`config.mk`:
```
export PLATFORM = sky130hd
export DESIGN_NAME = sas_sequencer
export DESIGN_NICKNAME = d
export VERILOG_FILES = /design/src/sas_pkg.sv /design/src/sas_sequencer.sv
export SDC_FILE = /design/constraint.sdc
export NUM_CORES = 1
export LEC_CHECK = 0
export BUFFER_PORTS_ARGS = -buffer_cell sky130_fd_sc_hd__buf_2
export CORE_ASPECT_RATIO = 2
export CORE_MARGIN = 10
export CORE_UTILIZATION = 55
export CTS_CLUSTER_DIAMETER = 50
export DETAILED_ROUTE_END_ITERATION = 8
export GPL_TIMING_DRIVEN = 0
export PLACE_DENSITY = 0.72
export SYNTH_ARGS = -nofsm -noshare
export SYNTH_HDL_FRONTEND = slang
export SYNTH_SLANG_ARGS = --single-unit
```
`constraint.sdc`:
```
create_clock -name sys_clk_in -period 3.95 [get_ports sys_clk_in]
set_input_delay 0.1975 -clock sys_clk_in [delete_from_list [all_inputs] [get_ports sys_clk_in]]
set_output_delay 0.1975 -clock sys_clk_in [all_outputs]
set_load 0.05 [all_outputs]
```
`src/sas_pkg.sv`:
```
`default_nettype none
package sas_pkg;
    // Register indices on the plain register port
    localparam logic [3:0] ADDR_MODE_A = 4'h0;
    localparam logic [3:0] ADDR_MODE_B = 4'h1;
    localparam logic [3:0] ADDR_TRIG_SRC = 4'h2;
    localparam logic [3:0] ADDR_CHAN_SEL = 4'h3;
    localparam logic [3:0] ADDR_CMP_MODE = 4'h4;
    localparam logic [3:0] ADDR_CMP_THRESH = 4'h5;
    localparam logic [3:0] ADDR_RESULT_IDX = 4'h6;
    localparam logic [3:0] ADDR_RESULT_LO = 4'h7;
    localparam logic [3:0] ADDR_RESULT_HI = 4'h8;
    localparam logic [3:0] ADDR_RESULT_BYTE = 4'h9;
    localparam logic [3:0] ADDR_STATUS = 4'hA;
    // Field positions in mode_reg_a
    localparam int MA_CONV_ENABLE = 7;
    localparam int MA_CONV_ACTIVE = 6;
    localparam int MA_OP_MODE_HI = 5;
    localparam int MA_OP_MODE_LO = 4;
    localparam int MA_EDGE_HI = 3;
    localparam int MA_EDGE_LO = 2;
    localparam int MA_HW_TRIG = 0;
    // Field positions in compare_mode_reg
    localparam int CM_ENABLE = 7;
    localparam int CM_DIRECTION = 6;
    localparam logic [7:0] REG_RESET = 8'h00;
    localparam int RESULT_BITS = 10;
    localparam int NUM_CHANNELS = 12;
    localparam logic [3:0] LAST_CHANNEL = 4'hB;
    localparam logic [3:0] MSB_INDEX = 4'h9;
    // Timing
    localparam int CLK_MHZ = 200;
    localparam int SAMPLE_NS = 250;
    localparam int TRIAL_NS = 100;
    localparam int TRIG_DELAY_NS = 15;
    localparam int SAMPLE_CYCLES = (SAMPLE_NS * CLK_MHZ + 999) / 1000;
    localparam int TRIAL_CYCLES = (TRIAL_NS * CLK_MHZ + 999) / 1000;
    localparam int TRIG_DELAY_CYCLES = (TRIG_DELAY_NS * CLK_MHZ + 999) / 1000;
    localparam logic [7:0] SAMPLE_LAST = 8'(SAMPLE_CYCLES - 1);
    localparam logic [7:0] TRIAL_LAST = 8'(TRIAL_CYCLES - 1);
    localparam logic [7:0] TRIG_DELAY_LAST = 8'(TRIG_DELAY_CYCLES - 1);
    // Trigger sources and edges
    localparam logic [1:0] SRC_EXT_PIN = 2'h0;
    localparam logic [1:0] SRC_TIMER0 = 2'h1;
    localparam logic [1:0] SRC_TIMER1 = 2'h2;
    localparam logic [1:0] EDGE_FALL = 2'h0;
    localparam logic [1:0] EDGE_RISE = 2'h1;
    typedef enum logic [1:0] {
        OP_CONT_SELECT,
        OP_CONT_SCAN,
        OP_ONE_SELECT,
        OP_ONE_SCAN
    } sas_op_mode_type;
    typedef enum {
        ST_IDLE,
        ST_WAIT_TRIG,
        ST_TRIG_DELAY,
        ST_SAMPLE,
        ST_TRIAL
    } sas_state_type;
    typedef struct packed {
        logic [3:0] addr;
        logic [7:0] wdata;
        logic wr;
        logic rd;
    } sas_bus_req_type;
    typedef struct packed {
        logic sample;
        logic hold;
        logic [3:0] channel;
        logic [9:0] dac_code;
    } sas_analog_type;
endpackage
`default_nettype wire

```
`src/sas_sequencer.sv`:
```
// Our own choices: strobed register access and the placing of the registers.
`default_nettype none
module sas_sequencer
    import sas_pkg::*;
(
    input wire logic sys_clk_in,
    input wire logic reset_in,
    input wire sas_pkg::sas_bus_req_type bus_req_in,
    output logic [7:0] bus_rdata_out,
    input wire logic ext_trigger_pin_in,
    input wire logic timer_match0_req_in,
    input wire logic timer_match1_req_in,
    input wire logic comparator_in,
    output sas_pkg::sas_analog_type analog_out,
    output logic conv_end_irq_out
);
    import sas_pkg::*;

    logic [7:0] mode_reg_a_reg;
    logic [7:0] mode_reg_b_reg;
    logic [7:0] trigger_source_reg;
    logic [7:0] channel_select_reg;
    logic [7:0] compare_mode_reg;
    logic [7:0] compare_threshold_reg;
    logic [3:0] result_idx_reg;
    logic [9:0] result_mem [NUM_CHANNELS];
    sas_state_type state_reg;
    logic [9:0] sar_reg;
    logic [3:0] bit_reg;
    logic [7:0] timer_reg;
    logic [3:0] chan_reg;
    logic active_reg;
    logic irq_reg;
    logic [7:0] rdata_reg;
    logic [1:0] pin_sync_reg;
    logic [1:0] tm0_sync_reg;
    logic [1:0] tm1_sync_reg;
    logic pin_prev_reg;
    logic tm0_prev_reg;
    logic tm1_prev_reg;
    logic cmp_sync_a_reg;
    logic cmp_sync_reg;

    logic conv_enable;
    logic hw_mode;
    logic [1:0] trig_source;
    logic [1:0] edge_select;
    sas_op_mode_type op_mode;
    logic scan_mode;
    logic one_shot;
    logic [3:0] sel_chan;
    logic ctrl_write;
    logic enable_rise;
    logic pin_rise;
    logic pin_fall;
    logic hw_trigger;
    logic converting;
    logic trial_done;
    logic conv_done;
    logic [9:0] sar_final;
    logic last_of_sweep;
    logic cmp_pass;
    logic [3:0] rd_idx;
    logic enable_fall;
    logic stop_req;
    logic restart_req;
    logic tm0_rise;
    logic tm1_rise;
    logic sample_done;
    logic delay_done;
    logic store_en;
    logic [3:0] conv_chan;

    assign conv_enable = mode_reg_a_reg[MA_CONV_ENABLE];
    assign hw_mode = mode_reg_a_reg[MA_HW_TRIG];
    assign trig_source = trigger_source_reg[1:0];
    assign edge_select = {mode_reg_a_reg[MA_EDGE_HI], mode_reg_a_reg[MA_EDGE_LO]};
    assign op_mode = sas_op_mode_type'({mode_reg_a_reg[MA_OP_MODE_HI],
                                        mode_reg_a_reg[MA_OP_MODE_LO]});
    assign scan_mode = (op_mode == OP_CONT_SCAN) || (op_mode == OP_ONE_SCAN);
    assign one_shot = (op_mode == OP_ONE_SELECT) || (op_mode == OP_ONE_SCAN);
    assign sel_chan = channel_select_reg[3:0];
    assign converting = (state_reg == ST_SAMPLE) || (state_reg == ST_TRIAL);
    assign rd_idx = (result_idx_reg > LAST_CHANNEL) ? 4'h0 : result_idx_reg;

    // Writes that disturb a running conversion
    always_comb begin
        ctrl_write = 1'b0;
        if (bus_req_in.wr) begin
            case (bus_req_in.addr)
                ADDR_MODE_A, ADDR_TRIG_SRC, ADDR_CHAN_SEL,
                ADDR_CMP_MODE, ADDR_CMP_THRESH: ctrl_write = 1'b1;
                default: ctrl_write = 1'b0;
            endcase
        end
    end

    assign enable_rise = ctrl_write && (bus_req_in.addr == ADDR_MODE_A) &&
                         bus_req_in.wdata[MA_CONV_ENABLE] && !conv_enable;

    assign enable_fall = ctrl_write && (bus_req_in.addr == ADDR_MODE_A) &&
                         !bus_req_in.wdata[MA_CONV_ENABLE] && conv_enable;
    // Clearing the enable mid-conversion stops rather than restarts
    assign stop_req = (!conv_enable && !enable_rise) || enable_fall;
    assign restart_req = enable_rise || (converting && ctrl_write);

    // Trigger inputs from outside pass two flip-flops
    always_ff @(posedge sys_clk_in) begin
        if (reset_in) begin
            pin_sync_reg <= 2'h0;
            tm0_sync_reg <= 2'h0;
            tm1_sync_reg <= 2'h0;
            pin_prev_reg <= 1'b0;
            tm0_prev_reg <= 1'b0;
            tm1_prev_reg <= 1'b0;
            cmp_sync_a_reg <= 1'b0;
            cmp_sync_reg <= 1'b0;
        end else begin
            pin_sync_reg <= {pin_sync_reg[0], ext_trigger_pin_in};
            tm0_sync_reg <= {tm0_sync_reg[0], timer_match0_req_in};
            tm1_sync_reg <= {tm1_sync_reg[0], timer_match1_req_in};
            pin_prev_reg <= pin_sync_reg[1];
            tm0_prev_reg <= tm0_sync_reg[1];
            tm1_prev_reg <= tm1_sync_reg[1];
            cmp_sync_a_reg <= comparator_in;
            cmp_sync_reg <= cmp_sync_a_reg;
        end
    end

    assign pin_rise = pin_sync_reg[1] && !pin_prev_reg;
    assign pin_fall = !pin_sync_reg[1] && pin_prev_reg;

    // Timer match requests act on their rising edge
    assign tm0_rise = tm0_sync_reg[1] && !tm0_prev_reg;
    assign tm1_rise = tm1_sync_reg[1] && !tm1_prev_reg;

    // Trigger source and edge selection
    always_comb begin
        hw_trigger = 1'b0;
        case (trig_source)
            SRC_EXT_PIN: begin
                case (edge_select)
                    EDGE_FALL: hw_trigger = pin_fall;
                    EDGE_RISE: hw_trigger = pin_rise;
                    default: hw_trigger = pin_rise || pin_fall;
                endcase
            end
            SRC_TIMER0: hw_trigger = tm0_rise;
            SRC_TIMER1: hw_trigger = tm1_rise;
            default: hw_trigger = 1'b0;
        endcase
        hw_trigger = hw_trigger && hw_mode && conv_enable;
    end

    assign trial_done = (state_reg == ST_TRIAL) && (timer_reg == TRIAL_LAST);
    assign sample_done = (state_reg == ST_SAMPLE) && (timer_reg == SAMPLE_LAST);
    assign delay_done = (state_reg == ST_TRIG_DELAY) && (timer_reg == TRIG_DELAY_LAST);
    assign conv_done = trial_done && (bit_reg == 4'h0);
    assign sar_final = cmp_sync_reg ? sar_reg : (sar_reg & ~(10'h001 << bit_reg));
    assign last_of_sweep = !scan_mode || (chan_reg >= sel_chan);

    // Completion not cut short by a control write or a retrigger
    assign store_en = conv_done && !ctrl_write && !hw_trigger;
    assign conv_chan = scan_mode ? chan_reg : sel_chan;

    always_comb begin
        cmp_pass = 1'b1;
        if (compare_mode_reg[CM_ENABLE]) begin
            if (compare_mode_reg[CM_DIRECTION]) begin
                cmp_pass = sar_final[9:2] < compare_threshold_reg;
            end else begin
                cmp_pass = sar_final[9:2] >= compare_threshold_reg;
            end
        end
    end

    // Register writes
    always_ff @(posedge sys_clk_in) begin
        if (reset_in) begin
            mode_reg_a_reg <= REG_RESET;
            mode_reg_b_reg <= REG_RESET;
            trigger_source_reg <= REG_RESET;
            channel_select_reg <= REG_RESET;
            compare_mode_reg <= REG_RESET;
            compare_threshold_reg <= REG_RESET;
            result_idx_reg <= 4'h0;
        end else begin
            if (bus_req_in.wr) begin
                case (bus_req_in.addr)
                    ADDR_MODE_A: mode_reg_a_reg <= bus_req_in.wdata &
                                                   ~(8'h01 << MA_CONV_ACTIVE);
                    ADDR_MODE_B: mode_reg_b_reg <= bus_req_in.wdata;
                    ADDR_TRIG_SRC: trigger_source_reg <= {6'h00, bus_req_in.wdata[1:0]};
                    ADDR_CHAN_SEL: channel_select_reg <= {4'h0, bus_req_in.wdata[3:0]};
                    ADDR_CMP_MODE: compare_mode_reg <= bus_req_in.wdata & 8'hC0;
                    ADDR_CMP_THRESH: compare_threshold_reg <= bus_req_in.wdata;
                    ADDR_RESULT_IDX: result_idx_reg <= bus_req_in.wdata[3:0];
                    default: ;
                endcase
            end
            // One-shot in software mode clears enable on completion
            if (store_en && !hw_mode && one_shot && last_of_sweep) begin
                mode_reg_a_reg[MA_CONV_ENABLE] <= 1'b0;
            end
        end
    end

    // Conversion sequencer
    always_ff @(posedge sys_clk_in) begin
        if (reset_in) begin
            state_reg <= ST_IDLE;
            sar_reg <= 10'h000;
            bit_reg <= MSB_INDEX;
            timer_reg <= 8'h00;
            chan_reg <= 4'h0;
            active_reg <= 1'b0;
        end else if (stop_req) begin
            state_reg <= ST_IDLE;
            sar_reg <= 10'h000;
            bit_reg <= MSB_INDEX;
            timer_reg <= 8'h00;
            chan_reg <= 4'h0;
            active_reg <= 1'b0;
        end else if (restart_req) begin
            sar_reg <= 10'h000;
            bit_reg <= MSB_INDEX;
            timer_reg <= 8'h00;
            chan_reg <= 4'h0;
            if ((enable_rise ? bus_req_in.wdata[MA_HW_TRIG] : hw_mode)) begin
                state_reg <= ST_WAIT_TRIG;
                active_reg <= 1'b0;
            end else begin
                state_reg <= ST_SAMPLE;
                active_reg <= 1'b1;
            end
        end else if (hw_trigger) begin
            state_reg <= ST_TRIG_DELAY;
            sar_reg <= 10'h000;
            bit_reg <= MSB_INDEX;
            timer_reg <= 8'h00;
            chan_reg <= 4'h0;
            active_reg <= 1'b1;
        end else begin
            case (state_reg)
                ST_IDLE: active_reg <= 1'b0;
                ST_WAIT_TRIG: active_reg <= 1'b0;
                ST_TRIG_DELAY: begin
                    timer_reg <= timer_reg + 8'h01;
                    if (delay_done) begin
                        timer_reg <= 8'h00;
                        state_reg <= ST_SAMPLE;
                    end
                end
                ST_SAMPLE: begin
                    timer_reg <= timer_reg + 8'h01;
                    if (sample_done) begin
                        timer_reg <= 8'h00;
                        state_reg <= ST_TRIAL;
                        sar_reg <= 10'h200;
                        bit_reg <= MSB_INDEX;
                    end
                end
                ST_TRIAL: begin
                    timer_reg <= timer_reg + 8'h01;
                    if (trial_done) begin
                        timer_reg <= 8'h00;
                        if (bit_reg != 4'h0) begin
                            sar_reg <= sar_final | (10'h001 << (bit_reg - 4'h1));
                            bit_reg <= bit_reg - 4'h1;
                        end else begin
                            sar_reg <= 10'h000;
                            bit_reg <= MSB_INDEX;
                            if (!last_of_sweep) begin
                                chan_reg <= chan_reg + 4'h1;
                                state_reg <= ST_SAMPLE;
                            end else if (hw_mode) begin
                                chan_reg <= 4'h0;
                                state_reg <= ST_WAIT_TRIG;
                                active_reg <= 1'b0;
                            end else if (one_shot) begin
                                state_reg <= ST_IDLE;
                                active_reg <= 1'b0;
                            end else begin
                                chan_reg <= 4'h0;
                                state_reg <= ST_SAMPLE;
                            end
                        end
                    end
                end
                default: state_reg <= ST_IDLE;
            endcase
        end
    end

    // Result storage
    always_ff @(posedge sys_clk_in) begin
        if (reset_in) begin
            for (int i = 0; i < NUM_CHANNELS; i++) begin
                result_mem[i] <= 10'h000;
            end
        end else if (store_en) begin
            result_mem[conv_chan] <= sar_final;
        end
    end

    // Conversion-end interrupt pulse
    always_ff @(posedge sys_clk_in) begin
        if (reset_in) begin
            irq_reg <= 1'b0;
        end else begin
            irq_reg <= conv_done && !ctrl_write && !hw_trigger &&
                       last_of_sweep && cmp_pass;
        end
    end

    // Read data, one cycle after the read strobe
    always_ff @(posedge sys_clk_in) begin
        if (reset_in) begin
            rdata_reg <= 8'h00;
        end else if (bus_req_in.rd) begin
            case (bus_req_in.addr)
                ADDR_MODE_A: rdata_reg <= {mode_reg_a_reg[7], active_reg, mode_reg_a_reg[5:0]};
                ADDR_MODE_B: rdata_reg <= mode_reg_b_reg;
                ADDR_TRIG_SRC: rdata_reg <= trigger_source_reg;
                ADDR_CHAN_SEL: rdata_reg <= channel_select_reg;
                ADDR_CMP_MODE: rdata_reg <= compare_mode_reg;
                ADDR_CMP_THRESH: rdata_reg <= compare_threshold_reg;
                ADDR_RESULT_IDX: rdata_reg <= {4'h0, result_idx_reg};
                ADDR_RESULT_LO: rdata_reg <= {result_mem[rd_idx][1:0], 6'h00};
                ADDR_RESULT_HI: rdata_reg <= result_mem[rd_idx][9:2];
                ADDR_RESULT_BYTE: rdata_reg <= result_mem[rd_idx][9:2];
                ADDR_STATUS: rdata_reg <= {3'h0, active_reg, chan_reg};
                default: rdata_reg <= 8'h00;
            endcase
        end else begin
            rdata_reg <= 8'h00;
        end
    end

    assign bus_rdata_out = rdata_reg;
    assign conv_end_irq_out = irq_reg;
    assign analog_out.sample = (state_reg == ST_SAMPLE);
    assign analog_out.hold = (state_reg == ST_TRIAL);
    assign analog_out.channel = conv_chan;
    assign analog_out.dac_code = sar_reg;
endmodule
`default_nettype wire

```
# [Yosys cells after proc, flatten, opt, wreduce, memory -nomap -nowiden]
# Memories as Yosys holds them, arrays and structs flattened.
# Cells that the tools add are included.
[word_totals] reg_bits=114 ram_bits=120 in_bits=20 word_cells=199 n_memories=1
[classes] n_addsub=3 magnitude_cmp=4 eq_ne=36 shift=2 muxes=54 bitwise=5 n_reduce_logical=70
[memory_table] name="result_mem" words=12 word_bits=10 read_ports=1 rd_ports_with_merged_regs=0 write_ports=12 line="sas_sequencer.sv:26" source="logic [9:0] result_mem [NUM_CHANNELS];"
[ops] operator="$mux 32" n=6
[ops] operator="$pmux 32 s4" n=1
[ops] operator="$eq 32x3->1 const B" n=3
[ops] operator="$pmux 8 s10" n=1
[ops] operator="$eq 32x2->1 const B" n=2
[ops] operator="$mux 10" n=5
[ops] operator="$mux 4" n=9
[ops] operator="$eq 32x1->1 const B" n=1
[ops] operator="$eq 32x4->1 const B" n=1
[ops] operator="$logic_not 32->1" n=1
[ops] operator="$logic_and 1x1->1" n=24
[ops] operator="$mux 8" n=3
[ops] operator="$pmux 8 s3" n=1
[ops] operator="$ne 4x4->1 const B" n=5
[ops] operator="$pmux 10 s2" n=1
[ops] operator="$shl 1x4->10 const A" n=2
[ops] operator="$mux 1" n=19
[ops] operator="$eq 4x3->1 const B" n=4
[ops] operator="$reduce_and 2->1" n=7
[ops] operator="$eq 4x4->1 const B" n=3
[ops] operator="$logic_not 1->1" n=11
[ops] operator="$and 10x10->10" n=1
[ops] operator="$not 10->10" n=1
[ops] operator="$or 10x10->10" n=1
[ops] operator="other kinds (36)" n=61

# [Depth between registers and ports, before layout]
# Gate-level depths: netlist of run 1.
[logic_depth] word_depth=14 mapped_depth=13

# [Worst setup path after synthesis of run 1]
# Ideal clock, no wire load.
[synth_path] kind="reg2reg" start="register mode_reg_a_reg[4]" end="memory result_mem[4][0], enable pin" setup_ns=0.347 arrival_ns=2.790 t_required_ns=3.603 slack_ns=0.813 stages_incl_launch_ff=6 cell_sequence="dfxtp_1 clkbuf_1 o21ai_0 nor4b_2 nand2_1 nand2b_1"
[synth_rtl] element="from (decl)" line="sas_sequencer.sv:19" source="logic [7:0] mode_reg_a_reg;"
[synth_rtl] element="from (signal assigned)" line="sas_sequencer.sv:190" source="ADDR_MODE_A: mode_reg_a_reg <= bus_req_in.wdata &"
[synth_rtl] element="to (decl)" line="sas_sequencer.sv:26"

# [Worst setup path after layout of run 1]
[layout_path] start="register bit_reg[0]" end="register irq_reg, in the netlist conv_end_irq_out"
[layout_via] elab_chain_len=8 word_cells_on_any_way=14
[layout_lines] element="from (decl)" line="sas_sequencer.sv:29" source="logic [3:0] bit_reg;"
[layout_lines] element="from (signal assigned)" line="sas_sequencer.sv:269" source="bit_reg <= bit_reg - 4'h1;"
[layout_lines] element="$shl 1x4->10 *" line="sas_sequencer.sv:159" source="assign sar_final = cmp_sync_reg ? sar_reg : (sar_reg & ~(10'h001 << bit_reg));"
[layout_lines] element="$not 10->10 *" line="sas_sequencer.sv:159"
[layout_lines] element="$and 10x10->10 *" line="sas_sequencer.sv:159"
[layout_lines] element="$mux 10 *" line="sas_sequencer.sv:159"
[layout_lines] element="named net sar_final[6]" line="sas_sequencer.sv:60" source="logic [9:0] sar_final;"
[layout_lines] element="$ge 8x8->1 or $lt 8x8->1 (tied branches)" line="sas_sequencer.sv:172, sas_sequencer.sv:170"
[layout_lines] element="$mux 1 *" line="sas_sequencer.sv:169" source="if (compare_mode_reg[CM_DIRECTION]) begin"
[layout_lines] element="$mux 1 *" line="sas_sequencer.sv:168" source="if (compare_mode_reg[CM_ENABLE]) begin"
[layout_lines] element="$logic_and 1x1->1 *" line="sas_sequencer.sv:312" source="last_of_sweep && cmp_pass;"
[layout_lines] element="to (signal assigned)" line="sas_sequencer.sv:311" source="irq_reg <= conv_done && !ctrl_write && !hw_trigger &&"
[layout_lines] element="to (decl)" line="sas_sequencer.sv:33" source="logic irq_reg;"
# The timed path passes the listed nets; every way through them passes the cells marked *.
# A chain may end at the register's enable or synchronous reset.

==> results of run 1 <==
## through the flow
step | utilization (%) | cell area [um2] | setup TNS (ns) | hold WS (ns) | cells
detailed placement | 58.7 | 10500 | -0.0526 | 0.414 | 1257
global placement | 58.7 | 10500 | 0 | 0.410 | 1257
global route | 62.4 | 11200 | 0 | 0.0455 | 1297
CTS | 62.4 | 11100 | 0 | 0.0243 | 1297
finish | 62.4 | 11200 | 0 | 0.0322 | 1297
floorplan | - | 10000 | 0 | 0.326 | 1003
## power breakdown
part           internal (mW)  switching, mW  leakage [nW]
Clock                  0.967          0.771         0.284
Sequential              2.33         0.0240          1.83
Combinational         0.0670          0.135          1.81
Total                   3.36          0.930          3.92
## area by class of cell
type,instances,area share (%)
Buffer,71,2.80
Clock buffer,26,4.87
Clock inverter,7,0.337
Inverter,34,1.19
Multi-Input combinational cell,693,38.4
Sequential cell,205,47.6
Tap cell,213,2.39
Timing Repair Buffer,48,2.47
## how the worst max path moves through the flow
| stage | slack, ns | start | endpoint | cells after the start |
|---|---|---|---|---|
| 6_report | 0.32 | bit_reg[0] | conv_end_irq_out | 11 |
| 3_5_place_dp | -0.05 | bit_reg[0] | conv_end_irq_out | 12 |
| 3_3_place_gp | 0.08 | bit_reg[0] | conv_end_irq_out | 12 |
| 2_1_floorplan | 0.81 | mode_reg_a_reg[4] | result_mem[4][0] | 5 |
| 4_1_cts | 0.06 | bit_reg[0] | conv_end_irq_out | 12 |
| 5_1_grt | 0.01 | bit_reg[0] | conv_end_irq_out | 13 |
## worst register-to-register path: cells and delay by family (launching register included)
kind                     cells  cell delay (ns)
buffers and inverters        3             1.01
AND/OR/NAND/NOR              1             0.45
multiplexers                 1             0.28
AO/OA/AOI/OAI                5             1.24
adder cells (fa/ha/maj)      1             0.21
flip-flops                   1             0.34
## cells by family after synthesis
logic type | Yosys count
compound gates | 177
xor+xnor | 6
fa+ha+maj | 18
buf+inv | 105
flops | 205
mux | 74
simple gates | 418
## what timing repair did
item	4_1_cts	5_1_grt
gates cloned	0	0
endpoints found under the setup margin	1	1
gates resized for setup	2	7
hold endpoints to repair	10	0
hold buffers	7	0
## routing by layer
| metal | vias to the layer above | track usage (%) |
|---|---|---|
| met5 | - | 0 |
| met2 | 340 | 42.7 |
| met3 | 100 | 2.93 |
| met4 | 0 | 15.8 |
| li1 | 3688 | - |
| met1 | 3724 | 23.0 |
## placed cells by master, fill, tap and decap left out, types with 4 or more instances in the layout
cell type	n
buf_1	4
mux4_2	7
dfxtp_1	85
o211ai_1	4
and3_1	6
mux2_2	21
nand2_1	86
nand2b_1	27
clkbuf_1	54
dlygate4sd3_1	7
buf_2	51
a211oi_1	8
nor2_1	179
a22oi_1	17
a31oi_1	5
nor3b_1	4
mux2i_1	46
nor2b_1	16
nor2_2	10
or3_1	4
inv_1	33
a221oi_1	4
and2_1	5
nand2_2	4
a21oi_1	49
xor2_1	4
ha_1	18
o22ai_1	4
or2_2	5
o21ai_0	43
nand3_1	37
buf_6	4
edfxtp_1	120
nor3_1	8
clkbuf_16	20
nand4_1	4
==> flow_summary.json, run 1 <==
{
  "status": "finished, final reports clean",
  "synth_commonest_cells": "179 x nor2_1, 120 x edfxtp_1, 86 x nand2_1, 85 x dfxtp_1, 53 x clkbuf_1",
  "pin_count": 45,
  "synthMuxAreaShare_pct": 8.53,
  "drt-pass1-iter-count": 5,
  "fin_nets": 1110,
  "hold_path_class": "input port to register",
  "finalCriticalPeriod_ns": 3.63,
  "io_buffer_count": 41,
  "setup_ws_ns": 0.325,
  "cts_made_buffers": 19,
  "chipWidth_um": 115,
  "clock-skew-final_ns": 0.0209,
  "synth_edf_count": 120,
  "wl_per_cell_um": 21.5,
  "r2r_cells": 11,
  "worstSetupPathType": "register to register",
  "critPathMaxFanout": 10,
  "final_antenna_net_count": 0,
  "ys.warnings.count": 0,
  "cp-start-kind": "register",
  "syn_nets": 1041,
  "holdPathEnd": "mode_reg_a_reg[1]",
  "yosys_register_bits": 205,
  "fin_crit_sh_pct": 91.8,
  "p_leak_nw": 3.92,
  "top_layer": "met4",
  "via_count": 7852,
  "vdd_ir_drop_max_mv": 0.436,
  "met3_length_um": 1630,
  "area_growth_pct": 11.3,
  "synthAdderAreaFrac_pct": 2.25,
  "cts.clk_slew.worst_paths_ns": 0.07,
  "crit_path_end_kind": "register",
  "drive_gt1_share_pct": 13.5,
  "wl_met1_um": 9060,
  "grt_pass1_wl_um": 43400,
  "fmax_mhz": 276,
  "wl_met2_um": 15100,
  "relSlewSlack_pct": 22.3,
  "synth-seq-area-share_pct": 52.9,
  "setup_viol": 0,
  "hold_depth": 3,
  "multi_input_area_um2": 4280,
  "final-max-slew-violation-count": 0,
  "ys_async_sr_fraction_pct": 0,
  "clock_latency_ns": 0.49,
  "r2r_start": "bit_reg[0]",
  "synth-xor-area-share_pct": 0.524,
  "die-height_um": 211,
  "tightest_slew_ns": 1.16,
  "regArea_um2": 5310,
  "cap_violations": 0,
  "crit_family": "compound AO/OA/AOI/OAI gates",
  "cts_setup_buffers": 0,
  "netlist_area_um2": 10000,
  "dp_hpwl_um": 21100,
  "path_buf_inv": 3,
  "vias_per_cell": 6.05,
  "cts_sinks": 205,
  "largest_register_ffs": 120,
  "worst_ep_arrival_time_ns": 4.00,
  "drcViolationCount": 0,
  "cp_data_required_time_ns": 4.32,
  "synth_top_area_share_pct": 36.0,
  "dp_slack_ns": -0.0526,
  "synth_top_family_by_area": "simple AND/OR/NAND/NOR gates",
  "crit_path_cell_trace": "clkbuf_1, or3_1, o21ai_0, clkbuf_1, inv_1, ha_1, a21o_1, a21o_1, a211oi_1, mux2i_1, a21oi_1",
  "worstReg2RegEnd": "conv_end_irq_out",
  "start_util_pct": 56.1,
  "yosysUniqueCellTypes": 76,
  "grt_max_degree": 17,
  "grtUsageTotal_pct": 23.1,
  "synth_compound_area_share_pct": 11.3,
  "hold_violations": 0,
  "synthMostInstantiatedCell": "nor2_1",
  "ctsRootBufferMaster": "clkbuf_16",
  "slowest_stage": "clkbuf_1",
  "grt_antenna_before_repair": 0,
  "antenna_cells": 0,
  "drt-total-wl_um": 27800,
  "synthCells": 1003,
  "grt_setup_unrepaired": "no",
  "fillers": 1527,
  "die_area_um2": 24400,
  "core_area_um2": 17900,
  "cts_tree": "done",
  "drt_iter0_markers": 542,
  "cts_max_level": 1,
  "cts_max_path_buffers": 3,
  "rrSetupSlack_ns": 0.32,
  "avgSynthCellArea_um2": 9.99,
  "power.density_nw_per_um2": 385,
  "synthSimpleGateAreaFrac_pct": 20.1,
  "synth_area_leaders": "edfxtp_1 36%, dfxtp_1 17%, nor2_1 6.7%",
  "grt_pass1_vias": 7879,
  "design_power_total_mw": 4.29,
  "max_stage_delay_ns": 0.67,
  "min-delay-start": "bus_req_in[3]",
  "rows": 69,
  "place_congestion": 0.914,
  "grt_overflow": 0,
  "ys.flop_type": "edfxtp_1",
  "yosys.area.top_type": "edfxtp_1"
}
(Power assumes the default switching activity.)
==> run 2, diff against run 1 <==
Settings changed: CORE_UTILIZATION 55 to 35, CTS_BUF_LIST set to sky130_fd_sc_hd__clkbuf_2, PLACE_DENSITY 0.72 to unset.
==> flow_summary.json, run 2 (synthesis results as in run 1) <==
{
  "status": "finished, final reports clean",
  "core_area_um2": 28200,
  "grtUsageTotal_pct": 16.6,
  "crit_path_end_kind": "register",
  "rows": 87,
  "final_antenna_net_count": 0,
  "worstSetupPathType": "register to register",
  "finalCriticalPeriod_ns": 3.73,
  "dp_cells": 1400,
  "grt_overflow": 0,
  "grt_pass1_wl_um": 46800,
  "place_congestion": 0.892,
  "worst_ep_arrival_time_ns": 4.46,
  "grt_pass1_vias": 8325,
  "cts.clk_slew.worst_paths_ns": 0.11,
  "via_count": 8052,
  "die-height_um": 259,
  "layout_commonest_cell": "nor2_1",
  "clock_latency_ns": 0.87,
  "postPlaceCellArea_um2": 10700,
  "wl_per_cell_um": 20.4,
  "cts_max_level": 2,
  "hold_path_class": "input port to register",
  "io_buffer_count": 41,
  "area_growth_pct": 14.3,
  "cts_sinks": 205,
  "drt-pass1-iter-count": 5,
  "vias_per_cell": 5.29,
  "grt_antenna_before_repair": 1,
  "final-max-slew-violation-count": 0,
  "power.density_nw_per_um2": 348,
  "cap_violations": 0,
  "cp_data_required_time_ns": 4.68,
  "relSlewSlack_pct": 30.4,
  "p_leak_nw": 4.08,
  "largest_register_ffs": 120,
  "cts_made_buffers": 47,
  "hold_violations": 0,
  "fin_nets": 1165,
  "die_area_um2": 36200,
  "fmax_mhz": 268,
  "hold_ws_ns": 0.166,
  "setup_viol": 0,
  "drt_iter0_markers": 501,
  "final_cell_mix": "179 x nor2_1, 120 x edfxtp_1, 86 x nand2_1, 85 x dfxtp_1, 70 x clkbuf_2",
  "final_area_um2": 11500,
  "vdd_ir_drop_max_mv": 0.169,
  "drive_gt1_share_pct": 16.4,
  "tightest_slew_ns": 1.04,
  "chipWidth_um": 140,
  "ctsRootBufferMaster": "clkbuf_2",
  "clock-skew-final_ns": 0.0662,
  "cts_max_path_buffers": 3,
  "start_util_pct": 35.6,
  "critPathMaxFanout": 10,
  "grt_setup_unrepaired": "no",
  "cts_tree": "done",
  "cts_setup_buffers": 0,
  "fin_crit_sh_pct": 94.5,
  "dp_hpwl_um": 22800,
  "drt-total-wl_um": 31000,
  "drcViolationCount": 0,
  "pin_count": 45,
  "cp-start-kind": "register",
  "finalNonFillerCells": 1521,
  "grt_max_degree": 13
}
## run 2: cell types whose count changed in the layout (fill, tap and decap cells not counted), sizes merged
cell and change:
dlygate4sd3 +27, clkinv +11, diode +1, clkbuf +42, bufinv +1, inv -1
## run 2: area by class of cell
| cell class | instances | area [um2] |
|---|---|---|
| inverter | 34 | 133 |
| antenna | 1 | 2.50 |
| buffer | 71 | 312 |
| sequential | 205 | 5310 |
| timing repair buffer | 75 | 546 |
| multi-input combinational | 693 | 4280 |
| clock buffer | 68 | 340 |
| clock inverter | 18 | 101 |
| fill | 2784 | 16700 |
| tap | 356 | 445 |
## run 2: worst max-delay path, stage by stage (launching register included)
cell	delay, ns
dfxtp_1	0.39
clkbuf_1	0.34
nand2b_1	0.21
or2_2	0.36
o21ai_0	0.60
clkbuf_2	0.42
inv_1	0.08
ha_1	0.30
a21o_1	0.16
a21o_1	0.18
a211oi_1	0.29
mux2i_1	0.22
a21oi_1	0.10
## run 2: metrics by stage
stage                     setup slack, ns  setup TNS [ns]  utilization, %  power (mW)
after floorplan                     0.813               0               -        2.51
after global placement            -0.0402         -0.0402            37.9        2.59
after detailed placement          -0.0678         -0.0678            37.9        2.60
after CTS                          0.0231               0            40.6        4.01
after global routing              0.00620               0            40.7        4.12
final                               0.219               0            40.7        3.98
## run 2: metal layers
layer / global-route usage, % / share of wire [%]
met5: 0 / 0
met1: 14.8 / 33
met2: 32.5 / 56
met3: 2.53 / 4.2
met4: 11.9 / 6.8
## run 2: report_power, final
part           total, mW  internal [mW]  switching, mW
Sequential          2.35           2.32         0.0241
Clock               1.41          0.531          0.883
Combinational      0.221         0.0794          0.141
Total               3.98           2.94           1.05
## run 2: repair_timing
| item | in CTS | in global routing |
|---|---|---|
| hold buffers | 34 | 0 |
| pin swaps | 0 | 0 |
| resized for setup | 2 | 2 |
| setup endpoints to repair | 1 | 1 |
| hold endpoints to repair | 51 | 0 |
## run 2: final timing paths
check	start	endpoint	slack, ns	cells after the start
hold / removal	bus_req_in[8]	mode_reg_b_reg[6]	0.17	4
setup reg to reg	bit_reg[0]	conv_end_irq_out	0.22	12
hold reg to reg	tm0_sync_reg[0]	tm0_sync_reg[1]	0.45	1
setup / recovery	bit_reg[0]	conv_end_irq_out	0.22	12
==> run 3, diff against run 2 <==
Settings changed: ABC_AREA set to 1.
==> flow_summary.json, run 3 <==
{
  "worstReg2RegEnd": "conv_end_irq_out",
  "r2r_start": "bit_reg[3]",
  "core_area_um2": 28200,
  "io_buffer_count": 43,
  "area_growth_pct": 13.9,
  "critPathMaxFanout": 10,
  "start_util_pct": 35.5,
  "cts_max_path_buffers": 3,
  "hold_path_class": "input port to register",
  "holdPathEnd": "compare_mode_reg[6]",
  "cp-start-kind": "register",
  "setup_viol": 0,
  "setup_tns_ns": 0,
  "ys_async_sr_fraction_pct": 0,
  "max_stage_delay_ns": 0.89,
  "grtUsageTotal_pct": 17.8,
  "vias_per_cell": 5.04,
  "crit_path_cell_trace": "buf_2, inv_1, or2_2, o21ai_0, buf_2, inv_1, ha_1, nand4_1, inv_1, nand2_1, o211ai_1, nor2_1, nor2_1, nor2_1",
  "synthMostInstantiatedCell": "nand2_1",
  "relSlewSlack_pct": 23.9,
  "cts_setup_buffers": 0,
  "p_leak_nw": 4.41,
  "worstSetupPathType": "register to register",
  "hold_depth": 4,
  "final-max-slew-violation-count": 0,
  "clock_latency_ns": 0.83,
  "min-delay-start": "bus_req_in[8]",
  "tightest_slew_ns": 1.13,
  "drcViolationCount": 0,
  "largest_register_ffs": 120,
  "cts_hold_buffers": 32,
  "grt_setup_unrepaired": "no",
  "hold_violations": 0,
  "p_sw_share_pct": 27.1,
  "grt_max_degree": 12,
  "r2r_cells": 14,
  "dp_hpwl_um": 25000,
  "grt_pass1_vias": 9115,
  "synth_edf_count": 120,
  "cap_violations": 0,
  "grt_pass1_wl_um": 49900,
  "drt-total-wl_um": 32900,
  "design_power_total_mw": 3.98,
  "met3_length_um": 1330,
  "p_int_mw": 2.90,
  "crit_path_end_kind": "register",
  "netlist_area_um2": 10000,
  "drt_iter0_markers": 400,
  "status": "finished, final reports clean",
  "final_cell_mix": "290 x nand2_1, 181 x nor2_1, 120 x edfxtp_1, 109 x inv_1, 89 x nand3_1",
  "synth_top_area_share_pct": 36.0,
  "ctsResizeCount": 0,
  "pin_count": 45,
  "fin_nets": 1373,
  "fmax_mhz": 289,
  "via_count": 8707,
  "drive_gt1_share_pct": 14.6,
  "wl_per_cell_um": 19.0,
  "ys.warnings.count": 0,
  "cts.clk_slew.worst_paths_ns": 0.15,
  "top_layer": "met4",
  "ys.flop_type": "edfxtp_1",
  "rrSetupSlack_ns": 0.49,
  "die-height_um": 259,
  "seq_power_share_pct": 59.1,
  "power.density_nw_per_um2": 349,
  "place_congestion": 0.950,
  "yosys_register_bits": 205,
  "cts_tree": "done",
  "die_area_um2": 36200,
  "p_sw_mw": 1.08,
  "ctsRootBufferMaster": "clkbuf_2",
  "wl_met1_um": 9830,
  "slowest_stage": "o21ai_0",
  "syn_nets": 1252,
  "grt_antenna_before_repair": 1,
  "cp_data_required_time_ns": 4.67,
  "power.share.clock_pct": 34.3,
  "synth_area_leaders": "edfxtp_1 36%, dfxtp_1 17%, nand2_1 11%",
  "cts_made_buffers": 44,
  "vdd_ir_drop_max_mv": 0.216,
  "worst_ep_arrival_time_ns": 4.18,
  "chipWidth_um": 140,
  "cts_sinks": 205,
  "grt_overflow": 0,
  "finalCriticalPeriod_ns": 3.46,
  "synthCells": 1214,
  "yosys.area.top_type": "edfxtp_1",
  "fin_crit_sh_pct": 87.7,
  "final_antenna_net_count": 0,
  "clock-skew-final_ns": 0.0487,
  "cts_max_level": 2,
  "drt-pass1-iter-count": 5,
  "synth-seq-area-share_pct": 53.0,
  "power_frac_comb_pct": 6.6,
  "avgSynthCellArea_um2": 8.25,
  "yosysUniqueCellTypes": 37,
  "wl_met2_um": 18900,
  "rows": 87,
  "layout_commonest_cell": "nand2_1",
  "synth_commonest_cells": "290 x nand2_1, 181 x nor2_1, 120 x edfxtp_1, 109 x inv_1, 89 x nand3_1"
}
[run 3: cell count changes after synthesis, sizes merged, moves of 21 or more]
cell	before	now
clkbuf	53	30
inv	33	112
mux2	21	0
mux2i	46	0
nand2	90	295
nand2b	27	0
nand3	37	89
nand4	5	26
nor2	189	225
o21ai	47	69
[run 3: per-layer routing]
metal  global-route usage (%)  vias up
li1                         -     4255
met1                     14.0     4038
met2                     36.2      287
met3                     2.36      127
met4                     15.7        0
met5                        0        -
[run 3: through the flow]
| step | util [%] | cell area (um2) | hold slack, ns | std cells | worst slack [ns] |
|---|---|---|---|---|---|
| after floorplan | - | 10000 | 0.304 | 1214 | 1.48 |
| after global placement | 37.9 | 10700 | 0.392 | 1613 | 0.559 |
| after detailed placement | 37.9 | 10700 | 0.402 | 1613 | 0.493 |
| after CTS | 40.5 | 11400 | 0.197 | 1725 | 0.480 |
| after global routing | 40.5 | 11400 | 0.272 | 1726 | 0.244 |
| final | 40.5 | 11400 | 0.244 | 1726 | 0.485 |
[run 3: power groups by stage]
| stage | clock network, mW | registers, mW | logic, mW |
|---|---|---|---|
| after floorplan | 0 | 2.40 | 0.150 |
| after global placement | 0 | 2.40 | 0.238 |
| after detailed placement | 0 | 2.40 | 0.242 |
| after CTS | 1.39 | 2.35 | 0.262 |
| after global routing | 1.48 | 2.36 | 0.290 |
| final | 1.36 | 2.35 | 0.263 |
[run 3: worst max-delay path: cells and delay by family, from the launching register on]
kind / cells / cell delay (ns)
compound gates: 2 / 1.01
fa+ha+maj: 1 / 0.32
buf+inv: 5 / 0.99
flops: 1 / 0.40
simple gates: 6 / 0.61
[run 3: worst max-delay path by stage]
stage | slack, ns | depth (start not counted) | start | end
floorplan | 1.48 | 15 | bit_reg[3] | conv_end_irq_out
global placement | 0.56 | 15 | bit_reg[3] | conv_end_irq_out
detailed placement | 0.49 | 14 | bit_reg[3] | conv_end_irq_out
CTS | 0.48 | 14 | bit_reg[3] | conv_end_irq_out
global route | 0.24 | 14 | bit_reg[0] | conv_end_irq_out
finish | 0.49 | 14 | bit_reg[3] | conv_end_irq_out
[run 3: logic make-up after synthesis]
family / synth area share [%]
buffers and inverters: 7.19
AND/OR/NAND/NOR: 28.4
adder cells (fa/ha/maj): 2.25
flip-flops: 53.0
XOR/XNOR: 0.350
AO/OA/AOI/OAI: 8.81
[run 3: cell type report]
type,count,area (um2)
clock buffer,62,310
antenna,1,2.50
timing repair buffer,75,536
inverter,114,428
buffer,59,293
multi-input combinational,836,3990
fill,2875,16800
tap,356,445
sequential,205,5310
clock inverter,18,96.3
